`config.mk`:
```
export PLATFORM = sky130hd
export DESIGN_NAME = lfoc_top
export DESIGN_NICKNAME = d
export VERILOG_FILES = /design/src/core/lfoc_pkg.sv /design/src/core/lfoc_osc_core.sv /design/src/core/lfoc_cap_timer.sv /design/src/core/lfoc_top.sv
export SDC_FILE = /design/constraint.sdc
export NUM_CORES = 1
export LEC_CHECK = 0
export ABC_AREA = 1
export BUFFER_PORTS_ARGS = -buffer_cell sky130_fd_sc_hd__clkbuf_2
export CORE_UTILIZATION = 50
export CTS_CLUSTER_DIAMETER = 100
export DETAILED_ROUTE_END_ITERATION = 16
export PLACE_DENSITY = 0.71
export SLEW_MARGIN = 20
export SYNTH_ARGS = -nofsm -noshare
export SYNTH_HDL_FRONTEND = slang
export SYNTH_SLANG_ARGS = --single-unit
```
`constraint.sdc`:
```
create_clock -name i_mclk -period 5.11 [get_ports i_mclk]
set_input_delay 0.2555 -clock i_mclk [delete_from_list [all_inputs] [get_ports i_mclk]]
set_output_delay 0.2555 -clock i_mclk [all_outputs]
set_load 0.005 [all_outputs]
```
`src/core/lfoc_pkg.sv`:
```
// Shared constants for the low-frequency oscillator control block
package lfoc_pkg;
  // Timing
  localparam int unsigned LFOC_CLK_HZ = 200_000_000;
  localparam int unsigned LFOC_NOM_HZ = 80_000;
  localparam int unsigned LFOC_HALF_CYC = LFOC_CLK_HZ / (2 * LFOC_NOM_HZ);
  localparam int unsigned LFOC_TRIM_STEP = 16;
  localparam int unsigned LFOC_TRIM_MID = 8;
  localparam logic [11:0] LFOC_HALF_FAST =
    12'(LFOC_HALF_CYC - LFOC_TRIM_MID * LFOC_TRIM_STEP);
  localparam logic [7:0] LFOC_SETTLE_PER = 8'h04;
  localparam logic [3:0] LFOC_TRIM_RST = 4'h8;
  // Register indices; byte address is four times the index
  localparam logic [9:0] LFOC_CTRL_IDX = 10'h0E3;
  localparam logic [9:0] LFOC_EXT_IDX = 10'h0E4;
  localparam logic [9:0] LFOC_TCFG_IDX = 10'h0E5;
  localparam logic [9:0] LFOC_CAPA_IDX = 10'h0E6;
  localparam logic [9:0] LFOC_CAPB_IDX = 10'h0E7;
  localparam logic [9:0] LFOC_ISTAT_IDX = 10'h0E8;
  localparam logic [9:0] LFOC_IMASK_IDX = 10'h0E9;
  // Field positions
  localparam int unsigned LFOC_EN_BIT = 7;
  localparam int unsigned LFOC_RDY_BIT = 6;
  localparam int unsigned LFOC_TRIM_LSB = 2;
  localparam int unsigned LFOC_DSEL_LSB = 0;
  localparam int unsigned LFOC_XMODE_LSB = 4;
  // Divider select codes
  localparam logic [1:0] LFOC_DIV8 = 2'h0;
  localparam logic [1:0] LFOC_DIV4 = 2'h1;
  localparam logic [1:0] LFOC_DIV2 = 2'h2;
  localparam logic [1:0] LFOC_DIV1 = 2'h3;
  // Upper two bits of the external oscillator mode
  localparam logic [1:0] LFOC_XM_OFF = 2'h0;
  localparam logic [1:0] LFOC_XM_XTAL = 2'h3;
  // Interrupt status bits
  localparam int unsigned LFOC_IRQ_W = 3;
  localparam int unsigned LFOC_IRQ_CAPA = 0;
  localparam int unsigned LFOC_IRQ_CAPB = 1;
  localparam int unsigned LFOC_IRQ_RDY = 2;
  // Bus responses
  localparam logic [1:0] LFOC_RESP_OKAY = 2'h0;
  localparam logic [1:0] LFOC_RESP_SLVERR = 2'h2;

  function automatic logic [9:0] lfoc_idx(input logic [11:0] addr);
    return addr[11:2];
  endfunction

  function automatic logic lfoc_mapped(input logic [9:0] idx);
    return (idx >= LFOC_CTRL_IDX) && (idx <= LFOC_IMASK_IDX);
  endfunction
endpackage

```
`src/core/lfoc_osc_core.sv`:
```
// Oscillator model with trim, glitch-free divider and ready flag
`timescale 1ns/100ps
`default_nettype none
module lfoc_osc_core #(
  parameter logic [11:0] HALF_FAST = lfoc_pkg::LFOC_HALF_FAST,
  parameter logic [11:0] TRIM_STEP = 12'(lfoc_pkg::LFOC_TRIM_STEP),
  parameter logic [7:0] SETTLE_PER = lfoc_pkg::LFOC_SETTLE_PER
) (
  // Clock and reset
  input wire logic i_mclk,
  input wire logic i_rst_n,
  // Control
  input wire logic i_enable,
  input wire logic [3:0] i_trim,
  input wire logic [1:0] i_dsel,
  input wire logic i_dsel_chg,
  // Outputs
  output logic o_osc,
  output logic o_lfo_clk,
  output logic o_ready
);
  typedef struct packed {
    logic [11:0] cnt;
    logic osc;
    logic [2:0] div;
    logic [1:0] sel;
    logic [7:0] settle;
    logic ready;
    logic out;
  } lfoc_core_type;

  lfoc_core_type q;
  lfoc_core_type d;
  logic [11:0] half;
  logic rise;

  always_comb
  begin
    d = q;
    rise = 1'b0;
    // Larger trim code lengthens the half period: slower oscillator
    half = HALF_FAST + 12'(i_trim * TRIM_STEP);
    if (!i_enable)
    begin
      d.cnt = '0;
      d.osc = 1'b0;
      d.div = '0;
      d.sel = i_dsel;
    end
    else if (q.cnt >= half - 12'h001)
    begin
      d.cnt = '0;
      d.osc = !q.osc;
      rise = !q.osc;
    end
    else
    begin
      d.cnt = q.cnt + 12'h001;
    end
    if (rise)
    begin
      d.div = q.div + 3'h1;
      // New ratio only at the wrap, so no runt pulse reaches the output
      if (d.div == 3'h0)
      begin
        d.sel = i_dsel;
      end
      if (!q.ready && q.sel == i_dsel)
      begin
        d.settle = q.settle + 8'h01;
        if (q.settle == SETTLE_PER - 8'h01)
        begin
          d.ready = 1'b1;
        end
      end
    end
    if (i_dsel_chg)
    begin
      d.ready = 1'b0;
      d.settle = '0;
    end
    case (d.sel)
      lfoc_pkg::LFOC_DIV1: d.out = d.osc;
      lfoc_pkg::LFOC_DIV2: d.out = d.div[0];
      lfoc_pkg::LFOC_DIV4: d.out = d.div[1];
      default: d.out = d.div[2];
    endcase
  end

  always_ff @(posedge i_mclk or negedge i_rst_n)
  begin
    if (!i_rst_n)
      q <= '0;
    else
      q <= d;
  end

  assign o_osc = q.osc;
  assign o_lfo_clk = q.out;
  assign o_ready = q.ready;
endmodule // lfoc_osc_core
`default_nettype wire

```
`src/core/lfoc_cap_timer.sv`:
```
// Free-running 16-bit timer that captures on one edge of the oscillator output
`timescale 1ns/100ps
`default_nettype none
module lfoc_cap_timer #(
  parameter bit RISE = 1'b0
) (
  // Clock and reset
  input wire logic i_mclk,
  input wire logic i_rst_n,
  // Capture control
  input wire logic i_mode,
  input wire logic i_lfo,
  // Results
  output logic [15:0] o_count,
  output logic [15:0] o_reload,
  output logic o_event
);
  typedef struct packed {
    logic [15:0] cnt;
    logic [15:0] reload;
    logic prev;
    logic ev;
  } lfoc_tmr_type;

  lfoc_tmr_type q;
  lfoc_tmr_type d;
  logic edge_seen;

  always_comb
  begin
    d = q;
    d.cnt = q.cnt + 16'h0001;
    d.prev = i_lfo;
    edge_seen = RISE ? (i_lfo && !q.prev) : (!i_lfo && q.prev);
    d.ev = i_mode && edge_seen;
    if (d.ev)
    begin
      d.reload = q.cnt;
    end
  end

  always_ff @(posedge i_mclk or negedge i_rst_n)
  begin
    if (!i_rst_n)
      q <= '0;
    else
      q <= d;
  end

  assign o_count = q.cnt;
  assign o_reload = q.reload;
  assign o_event = q.ev;
endmodule // lfoc_cap_timer
`default_nettype wire

```
`src/core/lfoc_top.sv`:
```
// Low-frequency oscillator control with AXI4-Lite registers and capture timers
//
// Chosen here: the AXI4-Lite slave port.
`timescale 1ns/100ps
`default_nettype none
// Contract
// Undivided oscillator runs at a nominal 80 kHz.
// Divider select 00,01,10,11 divides by 8,4,2,1.
// Oscillator runs only while enable bit 7 is one.
// Read-only ready in bit 6 shows one once stable.
// Ready clears only on reset or a divider select change.
// Trim 0000 is fastest, 1111 slowest.
// Trim in bits 5:2, divider select in 1:0, both read/write.
// Capture mode: timer A on falling, timer B on rising edges.
// Each capture copies the current count into the reload value.
// Software derives the period from two captures and retrims.
// Crystal mode claims both crystal pins.
// Capacitor, RC or CMOS mode claims only the crystal out pin.
// Software makes the crossbar skip claimed pins.
// Software sets claimed pins analog or digital input by mode.
// Ratio changes without runt; ready low while it settles.
module lfoc_top #(
  parameter logic [3:0] TRIM_RESET = lfoc_pkg::LFOC_TRIM_RST
) (
  // Clock and reset
  input wire logic i_mclk,
  input wire logic i_rst_n,
  // AXI4-Lite write address
  input wire logic i_awvalid,
  output logic o_awready,
  input wire logic [11:0] i_awaddr,
  // AXI4-Lite write data
  input wire logic i_wvalid,
  output logic o_wready,
  input wire logic [31:0] i_wdata,
  input wire logic [3:0] i_wstrb,
  // AXI4-Lite write response
  output logic o_bvalid,
  input wire logic i_bready,
  output logic [1:0] o_bresp,
  // AXI4-Lite read
  input wire logic i_arvalid,
  output logic o_arready,
  input wire logic [11:0] i_araddr,
  output logic o_rvalid,
  input wire logic i_rready,
  output logic [31:0] o_rdata,
  output logic [1:0] o_rresp,
  // Oscillator and pins
  output logic o_lfo_clk,
  output logic o_crystal_in_pin_claim,
  output logic o_crystal_out_pin_claim,
  // Interrupt
  output logic o_irq
);
  typedef struct packed {
    logic aw_ok;
    logic [9:0] aw_idx;
    logic w_ok;
    logic [7:0] w_byte;
    logic w_en;
    logic bvalid;
    logic [1:0] bresp;
    logic rvalid;
    logic [31:0] rdata;
    logic [1:0] rresp;
    logic enable;
    logic [3:0] trim;
    logic [1:0] dsel;
    logic [2:0] ext_mode;
    logic [1:0] cap_mode;
    logic [2:0] irq_stat;
    logic [2:0] irq_mask;
    logic rdy_prev;
    logic [1:0] pin_claim;
    logic irq;
  } lfoc_regs_type;

  localparam lfoc_regs_type LFOC_RST = '{trim: TRIM_RESET, default: '0};

  lfoc_regs_type q;
  lfoc_regs_type d;
  logic dsel_chg;
  logic wr_go;
  logic [2:0] irq_set;
  logic [2:0] irq_clr;
  logic [9:0] ar_idx;
  logic lfo_osc;
  logic lfo_ready;
  logic [15:0] cnt_a;
  logic [15:0] cnt_b;
  logic [15:0] rel_a;
  logic [15:0] rel_b;
  logic ev_a;
  logic ev_b;

  lfoc_osc_core u_core (
    .i_mclk(i_mclk),
    .i_rst_n(i_rst_n),
    .i_enable(q.enable),
    .i_trim(q.trim),
    .i_dsel(q.dsel),
    .i_dsel_chg(dsel_chg),
    .o_osc(lfo_osc),
    .o_lfo_clk(o_lfo_clk),
    .o_ready(lfo_ready)
  );

  lfoc_cap_timer #(.RISE(1'b0)) u_tmr_a (
    .i_mclk(i_mclk),
    .i_rst_n(i_rst_n),
    .i_mode(q.cap_mode[0]),
    .i_lfo(o_lfo_clk),
    .o_count(cnt_a),
    .o_reload(rel_a),
    .o_event(ev_a)
  );

  lfoc_cap_timer #(.RISE(1'b1)) u_tmr_b (
    .i_mclk(i_mclk),
    .i_rst_n(i_rst_n),
    .i_mode(q.cap_mode[1]),
    .i_lfo(o_lfo_clk),
    .o_count(cnt_b),
    .o_reload(rel_b),
    .o_event(ev_b)
  );

  // Handshake outputs stay low while a response is pending
  assign o_awready = !q.aw_ok && !q.bvalid;
  assign o_wready = !q.w_ok && !q.bvalid;
  assign o_arready = !q.rvalid;
  assign ar_idx = lfoc_pkg::lfoc_idx(i_araddr);

  always_comb
  begin
    d = q;
    dsel_chg = 1'b0;
    irq_clr = '0;
    wr_go = q.aw_ok && q.w_ok && !q.bvalid;
    if (i_awvalid && o_awready)
    begin
      d.aw_ok = 1'b1;
      d.aw_idx = lfoc_pkg::lfoc_idx(i_awaddr);
    end
    if (i_wvalid && o_wready)
    begin
      d.w_ok = 1'b1;
      d.w_byte = i_wdata[7:0];
      d.w_en = i_wstrb[0];
    end
    if (wr_go)
    begin
      d.aw_ok = 1'b0;
      d.w_ok = 1'b0;
      d.bvalid = 1'b1;
      d.bresp = lfoc_pkg::lfoc_mapped(q.aw_idx) ?
        lfoc_pkg::LFOC_RESP_OKAY : lfoc_pkg::LFOC_RESP_SLVERR;
      if (q.w_en)
      begin
        case (q.aw_idx)
          lfoc_pkg::LFOC_CTRL_IDX:
          begin
            d.enable = q.w_byte[lfoc_pkg::LFOC_EN_BIT];
            d.trim = q.w_byte[lfoc_pkg::LFOC_TRIM_LSB +: 4];
            d.dsel = q.w_byte[lfoc_pkg::LFOC_DSEL_LSB +: 2];
            dsel_chg = d.dsel != q.dsel;
          end
          lfoc_pkg::LFOC_EXT_IDX:
            d.ext_mode = q.w_byte[lfoc_pkg::LFOC_XMODE_LSB +: 3];
          lfoc_pkg::LFOC_TCFG_IDX:
            d.cap_mode = q.w_byte[1:0];
          lfoc_pkg::LFOC_ISTAT_IDX:
            irq_clr = q.w_byte[2:0];
          lfoc_pkg::LFOC_IMASK_IDX:
            d.irq_mask = q.w_byte[2:0];
          default:
            d.bvalid = 1'b1;
        endcase
      end
    end
    if (q.bvalid && i_bready)
    begin
      d.bvalid = 1'b0;
    end
    if (i_arvalid && o_arready)
    begin
      d.rvalid = 1'b1;
      d.rresp = lfoc_pkg::lfoc_mapped(ar_idx) ?
        lfoc_pkg::LFOC_RESP_OKAY : lfoc_pkg::LFOC_RESP_SLVERR;
      d.rdata = '0;
      case (ar_idx)
        lfoc_pkg::LFOC_CTRL_IDX:
        begin
          d.rdata[lfoc_pkg::LFOC_EN_BIT] = q.enable;
          d.rdata[lfoc_pkg::LFOC_RDY_BIT] = lfo_ready;
          d.rdata[lfoc_pkg::LFOC_TRIM_LSB +: 4] = q.trim;
          d.rdata[lfoc_pkg::LFOC_DSEL_LSB +: 2] = q.dsel;
        end
        lfoc_pkg::LFOC_EXT_IDX:
          d.rdata[lfoc_pkg::LFOC_XMODE_LSB +: 3] = q.ext_mode;
        lfoc_pkg::LFOC_TCFG_IDX:
          d.rdata[1:0] = q.cap_mode;
        lfoc_pkg::LFOC_CAPA_IDX:
          d.rdata = {cnt_a, rel_a};
        lfoc_pkg::LFOC_CAPB_IDX:
          d.rdata = {cnt_b, rel_b};
        lfoc_pkg::LFOC_ISTAT_IDX:
          d.rdata[2:0] = q.irq_stat;
        lfoc_pkg::LFOC_IMASK_IDX:
          d.rdata[2:0] = q.irq_mask;
        default:
          d.rdata = '0;
      endcase
    end
    if (q.rvalid && i_rready)
    begin
      d.rvalid = 1'b0;
    end
    // A new event in the clearing cycle survives: set wins over clear
    d.rdy_prev = lfo_ready;
    irq_set = '0;
    irq_set[lfoc_pkg::LFOC_IRQ_CAPA] = ev_a;
    irq_set[lfoc_pkg::LFOC_IRQ_CAPB] = ev_b;
    irq_set[lfoc_pkg::LFOC_IRQ_RDY] = lfo_ready && !q.rdy_prev;
    d.irq_stat = (q.irq_stat & ~irq_clr) | irq_set;
    d.irq = |(d.irq_stat & d.irq_mask);
    // Pin claims follow the external oscillator mode
    d.pin_claim[0] = d.ext_mode[2:1] == lfoc_pkg::LFOC_XM_XTAL;
    d.pin_claim[1] = d.ext_mode[2:1] != lfoc_pkg::LFOC_XM_OFF;
  end

  always_ff @(posedge i_mclk or negedge i_rst_n)
  begin
    if (!i_rst_n)
      q <= LFOC_RST;
    else
      q <= d;
  end

  assign o_bvalid = q.bvalid;
  assign o_bresp = q.bresp;
  assign o_rvalid = q.rvalid;
  assign o_rdata = q.rdata;
  assign o_rresp = q.rresp;
  assign o_crystal_in_pin_claim = q.pin_claim[0];
  assign o_crystal_out_pin_claim = q.pin_claim[1];
  assign o_irq = q.irq;
endmodule // lfoc_top
`default_nettype wire

```
After elaboration in Yosys (flattened, before gate mapping)
Cells that the tools add are included.
- register bits after elaboration: 176
- latch bits: 0
- memory bits (writable): 0
- ROM bits: 0
- bits of input ports: 67
- output and inout port bits: 45
- logic and storage cells: 152
- memories kept: 0
- add/sub/neg operators: 7
- $mul: 0
- div/mod/pow operators: 0
- $lt $le $gt $ge: 5
- eq/ne operators: 19
- shift operators: 0
- mux-type cells: 41
- bitwise operators: 4
- reductions and logical operators: 41
- operators by type and width (kind ; number):
    10-bit by 8-bit == test with 1-bit output (second input constant) ; 12
    24-bit case mux with 2 select lines ; 1
    35-bit two-way mux ; 1
    16-bit by 1-bit adder with 16-bit output (second input constant) ; 2
    3-bit two-way mux ; 8
    10-bit by 8-bit greater-or-equal comparator with 1-bit output (second input constant) ; 2
    10-bit by 8-bit <= comparator with 1-bit output (second input constant) ; 2
    9-bit two-way mux ; 2
    1-bit logical AND ; 17
    2-bit nonzero test ; 8
    5-bit two-way mux ; 3
    14-bit two-way mux ; 1
    13-bit two-way mux ; 1
    11-bit by 8-bit adder with 12-bit output (first input constant) ; 1
    12-bit by 1-bit adder with 12-bit output (second input constant) ; 1
    12-bit greater-or-equal comparator ; 1
    12-bit two-way mux ; 1
    2-bit case mux with 6 select lines ; 1
    3-bit case mux with 4 select lines ; 1
    3-bit AND reduction ; 4
    12-bit by 1-bit subtractor with 12-bit output (second input constant) ; 1
    1-bit two-way mux ; 11
    11-bit two-way mux ; 1
    10-bit two-way mux ; 1
    17 further kinds ; 33

Depth between registers and ports, before layout
- depth in word-level cells: 9
- gate-level depth with buffers: 16
- mapped depth without buffers: 16

Hierarchy
A second synthesis with hierarchy kept.
- cells, all modules: 1120
- area total of the unflattened synthesis: 9240.1 um^2
- by module, submodules not included (module ; times used ; cells an instance ; area each (um^2) ; sequential area each (um^2)):
    lfoc_top ; 1 ; 513 ; 4166.5 ; 1978.1
    lfoc_cap_timer ; 2 ; 186 ; 1660.3 ; 850.8
    lfoc_osc_core ; 1 ; 235 ; 1752.9 ; 700.7

Worst setup path after synthesis
Ideal clock, no wire load.
- kind: reg-to-reg
- start point: register q[18] (netlist name)
- end point: register u_core.q[6] (netlist name)
- setup time: 0.119 ns
- arrival time: 2.280 ns
- required time: 4.991 ns
- path slack: 2.711 ns
- cell stages (with the launch flop): 17
- buffers on the path: 0
- period minus slack after synthesis: 2.399 ns
- cells stage by stage: dfrtp_1 > inv_1 > ha_1 > xor2_1 > ha_1 > nand2_1 > o21ai_0 > nand2_1 > nand3_1 > ha_1 > nand2_1 > nor2_1 > nand2_1 > nand2_2 > inv_2 > nand2_1 > nand2_1
- longest elaborated chain between the ends: 7
- RTL lines (element ; line ; text):
    start, declared ; lfoc_top.sv:81 ; lfoc_regs_type q;
    start signal, assigned ; lfoc_top.sv:236 ; q <= LFOC_RST;
    start signal, assigned ; lfoc_top.sv:238 ; q <= d;
    11-bit by 8-bit adder with 12-bit output ; lfoc_osc_core.sv:42 ; half = HALF_FAST + 12'(i_trim * TRIM_STEP);
    12-bit by 1-bit subtractor with 12-bit output ; lfoc_osc_core.sv:50 ; else if (q.cnt >= half - 12'h001)
    12-bit greater-or-equal comparator ; lfoc_osc_core.sv:50 ;
    1-bit two-way mux ; lfoc_osc_core.sv:50 ;
    1-bit two-way mux ; lfoc_osc_core.sv:43 ; if (!i_enable)
    2-bit nonzero test (no source line) ; - ;
    2-bit AND reduction (no source line) ; - ;
    end signal, assigned ; lfoc_osc_core.sv:93 ; q <= '0;
    end signal, assigned ; lfoc_osc_core.sv:95 ; q <= d;
    end, declared ; lfoc_osc_core.sv:32 ; lfoc_core_type q;
Every way passes these cells.
A chain may end at the register's enable or synchronous reset.

Final worst setup path
- start point: register q[18] (netlist name)
- end point: register u_core.q[4] (netlist name)
The elaborated chain is that of the path after synthesis.

==> results.yml <==
layout:
  areaGrowthSynthToFinish_pct: 11.2
  diodes: 0
  nFillCells: 1488
  final_cell_area_um2: 9530
  multi_input_area_um2: 3410
  ff_latch_area_um2: 4360
  drive_above_1_share_pct: 15.8
  finalNetCount: 1108
clocking:
  clockRootBuffer: "clkbuf_16"
  cts.clk_slew.worst_paths_ns: 0.07
  cts_buffer_depth: 2
  postCtsSetupRepairBufs: 0
  cts_tree: "built"
  cts-resized-gates: 0
  cts_buffers: 17
  clock_latency_ns: 0.43
  cts.sinks: 174
  h-tree-depth: 4
  cts_hold_buf: 3
critical_path:
  end_kind: "register"
  crit_required_ns: 5.43
  r2r_slack_ns: 2.20
  crit_type: "register to register"
  startpoint_type: "register"
  path_max_fanout: 9
  critical_path_arrival_ns: 3.23
logic_synthesis:
  synth_flop_cell: "dfrtp_1"
  syn_inst: 983
  postSynthAreaPerCell_um2: 8.72
  synth_edf_count: 0
  synth_cell_type_count: 42
  yosys_warnings: 0
  synthArstFlopShare_pct: 100
  syn-cell-area_um2: 8570
  synth-seq-cells: 174
  yosysSeqAreaShare_pct: 50.8
power:
  p_sw_share_pct: 25.7
  p_clk_share_pct: 41.8
  pwr-share-seq_pct: 46.3
  ir_drop_v: 0.000249
  p_leak_uw: 0.00475
  powerDensity_nw_per_um2: 354
  combPwrFrac_pct: 11.9
  intPower_uw: 2500
  p_sw_uw: 866
die:
  dieArea_um2: 17700
  rows: 47
  core_um2: 16600
  die_w_um: 133
  io_pins: 112
  die_h_um: 133
  start_util_pct: 51.5
drt:
  drtAntennaViolNets: 0
  vias: 6467
  met2_length_mm: 8.51
  via_per_inst: 5.14
  wl_met1_mm: 8.94
  drc: 0
  top_layer: "met4"
  wirelength_mm: 18.6
  firstDrtPassIters: 4
  drt_iter0_drc: 482
  wl_per_cell_um: 14.8
  dr_wl_met3_um: 788
sta:
  period_minus_slack_ns: 2.91
  fin_ws_ns: 2.20
  max_freq_ghz: 0.344
  finalSetupViolCount: 0
  skew_ns: 0.00938
  worst_pin_slew_ns: 0.927
  fin_hold_ws_ns: 0.0552
  drv_slew: 0
  rsz0062_at_grt: "no"
  period_share_pct: 57.0
  setup_tns_ns: 0
  timing_hold_violations_final: 0
  max_slew_margin_pct: 38.1
grt:
  grt.overflow.total: 0
  track_usage_pct: 23.0
  grt_pass1_wl_mm: 31.6
  grt_pass1_vias: 6403
  grt_max_degree: 72
  antenna_found_initial: 0
min_path:
  hp-class: "input port to register"
placed_design:
  place_ws_ns: 2.21
  place_congestion: 0.886
  portBuffers: 78
  dpl.hpwl_mm: 12.9
  place_area_um2: 8860
run_status:
  run_status: "finished clean"
job:
  drv_cap: 0
sequential cells by signal, summed over array words and instances (netlist names):
name and cells:
o_bresp 1, o_bvalid 1, o_crystal_in_pin_claim 1, o_crystal_out_pin_claim 1, o_irq 1, o_rdata 32, o_rresp 1, o_rvalid 1
q 40, u_core.o_lfo_clk 1, u_core.o_osc 1, u_core.o_ready 1, u_core.q 25, u_tmr_a.o_count 16, u_tmr_a.o_event 1, u_tmr_a.o_reload 16
u_tmr_b.o_count 16, u_tmr_b.o_event 1, u_tmr_b.o_reload 16, u_tmr_b.q 1
Yosys cell counts, types with 3 or more instances:
| cell type | number | share of area [%] |
|---|---|---|
| o22ai_2 | 10 | 1.5 |
| mux2_2 | 7 | 0.92 |
| clkbuf_1 | 8 | 0.35 |
| nor3_2 | 3 | 0.35 |
| a21oi_1 | 25 | 1.5 |
| nor2_4 | 4 | 0.53 |
| o22ai_1 | 6 | 0.44 |
| nand4_1 | 27 | 2.0 |
| nor2_1 | 104 | 4.6 |
| xnor2_1 | 5 | 0.51 |
| inv_1 | 102 | 4.5 |
| nand3_2 | 9 | 1.1 |
| o21ai_0 | 55 | 3.2 |
| ha_1 | 15 | 2.2 |
| buf_6 | 3 | 0.39 |
| nor3_1 | 14 | 0.82 |
| buf_4 | 38 | 3.3 |
| nand3_1 | 54 | 3.2 |
| xor2_1 | 32 | 3.3 |
| buf_2 | 12 | 0.70 |
| nand3b_1 | 3 | 0.26 |
| or2_2 | 3 | 0.22 |
| a31oi_1 | 10 | 0.73 |
| nand2_1 | 236 | 10 |
| nand2_2 | 4 | 0.29 |
| dfrtp_1 | 173 | 51 |
kinds of logic after synthesis:
group | share of synthesized area (%)
muxes | 0.920
and+or+nand+nor | 25.0
DFF | 50.8
adders and majority gates | 2.19
xor gates and xnor gates | 3.78
buffers and inverters | 9.57
AOI/OAI and AO/OA | 7.64
other | 0.0438
power groups by stage:
stage | clock network, uW | registers, uW | logic, uW
floorplan | 0 | 1570 | 295
CTS | 1430 | 1560 | 407
global placement | 0 | 1580 | 393
global route | 1480 | 1570 | 462
finish | 1410 | 1560 | 403
detailed placement | 0 | 1590 | 405
area by class of cell:
class | count | area share, %
timing repair buffer | 84 | 4.71
sequential | 174 | 45.7
inverter | 105 | 4.15
clock inverter | 9 | 1.63
multi-input combinational | 644 | 35.8
clock buffer | 22 | 5.08
tap | 220 | 2.89
critical path: stages (launching register included):
cell and delay, ns:
dfrtp_1 0.42, inv_1 0.06, ha_1 0.20, xor2_1 0.14
ha_1 0.29, nand2_1 0.06, o21ai_0 0.16, nand2_1 0.09
nand3_1 0.16, ha_1 0.28, nand2_1 0.24, nor2_1 0.20
nand2_1 0.09, nand2_2 0.17, inv_2 0.11, nand2_1 0.08
nand2_1 0.05
path summary, 6_finish.rpt:
path / from / end / cells after the start
max: q[18]$_DFFE_PN0P_ / u_core.q[4]$_DFFE_PN0P_ / 16
min: i_awaddr[9] / q[77]$_DFFE_PN0P_ / 2
max reg2reg: q[18]$_DFFE_PN0P_ / u_core.q[4]$_DFFE_PN0P_ / 16
min reg2reg: u_core.o_lfo_clk$_DFF_PN0_ / u_tmr_b.q[1]$_DFF_PN0_ / 0
max in group asynchronous: i_rst_n / o_rdata[8]$_DFFE_PN0P_ / 3
min in group asynchronous: i_rst_n / q[79]$_DFFE_PN0P_ / 2
metrics by stage:
stage / utilization, % / instances / total power [uW]
after floorplan: - / 985 / 1860
after CTS: 57.2 / 1258 / 3390
final: 57.2 / 1258 / 3370
after global placement: 53.2 / 1224 / 1980
after global routing: 57.2 / 1258 / 3520
after detailed placement: 53.2 / 1224 / 1990
cells in the final DEF (no fill, tap or decap), types with 4 or more instances in the layout:
master,Yosys,layout
a21oi_1,25,25
a31oi_1,10,10
bufinv_16,0,4
clkbuf_16,0,17
clkbuf_2,0,77
clkbuf_8,0,4
dfrtp_1,173,173
ha_1,15,15
inv_1,102,102
mux2_2,7,7
nand2_1,236,236
nand2_2,4,4
nand3_1,54,53
nand3_2,9,10
nand4_1,27,27
nor2_1,104,103
nor2_4,4,5
nor3_1,14,14
o21ai_0,55,55
o22ai_1,6,6
o22ai_2,10,10
xnor2_1,5,5
xor2_1,32,32
routing by layer:
layer	vias up	global-route usage (%)
li1	3209	-
met1	3083	33.1
met2	147	34.6
met3	28	4.56
met4	0	7.79
met5	-	0
Power figures use the tool's default switching activity.
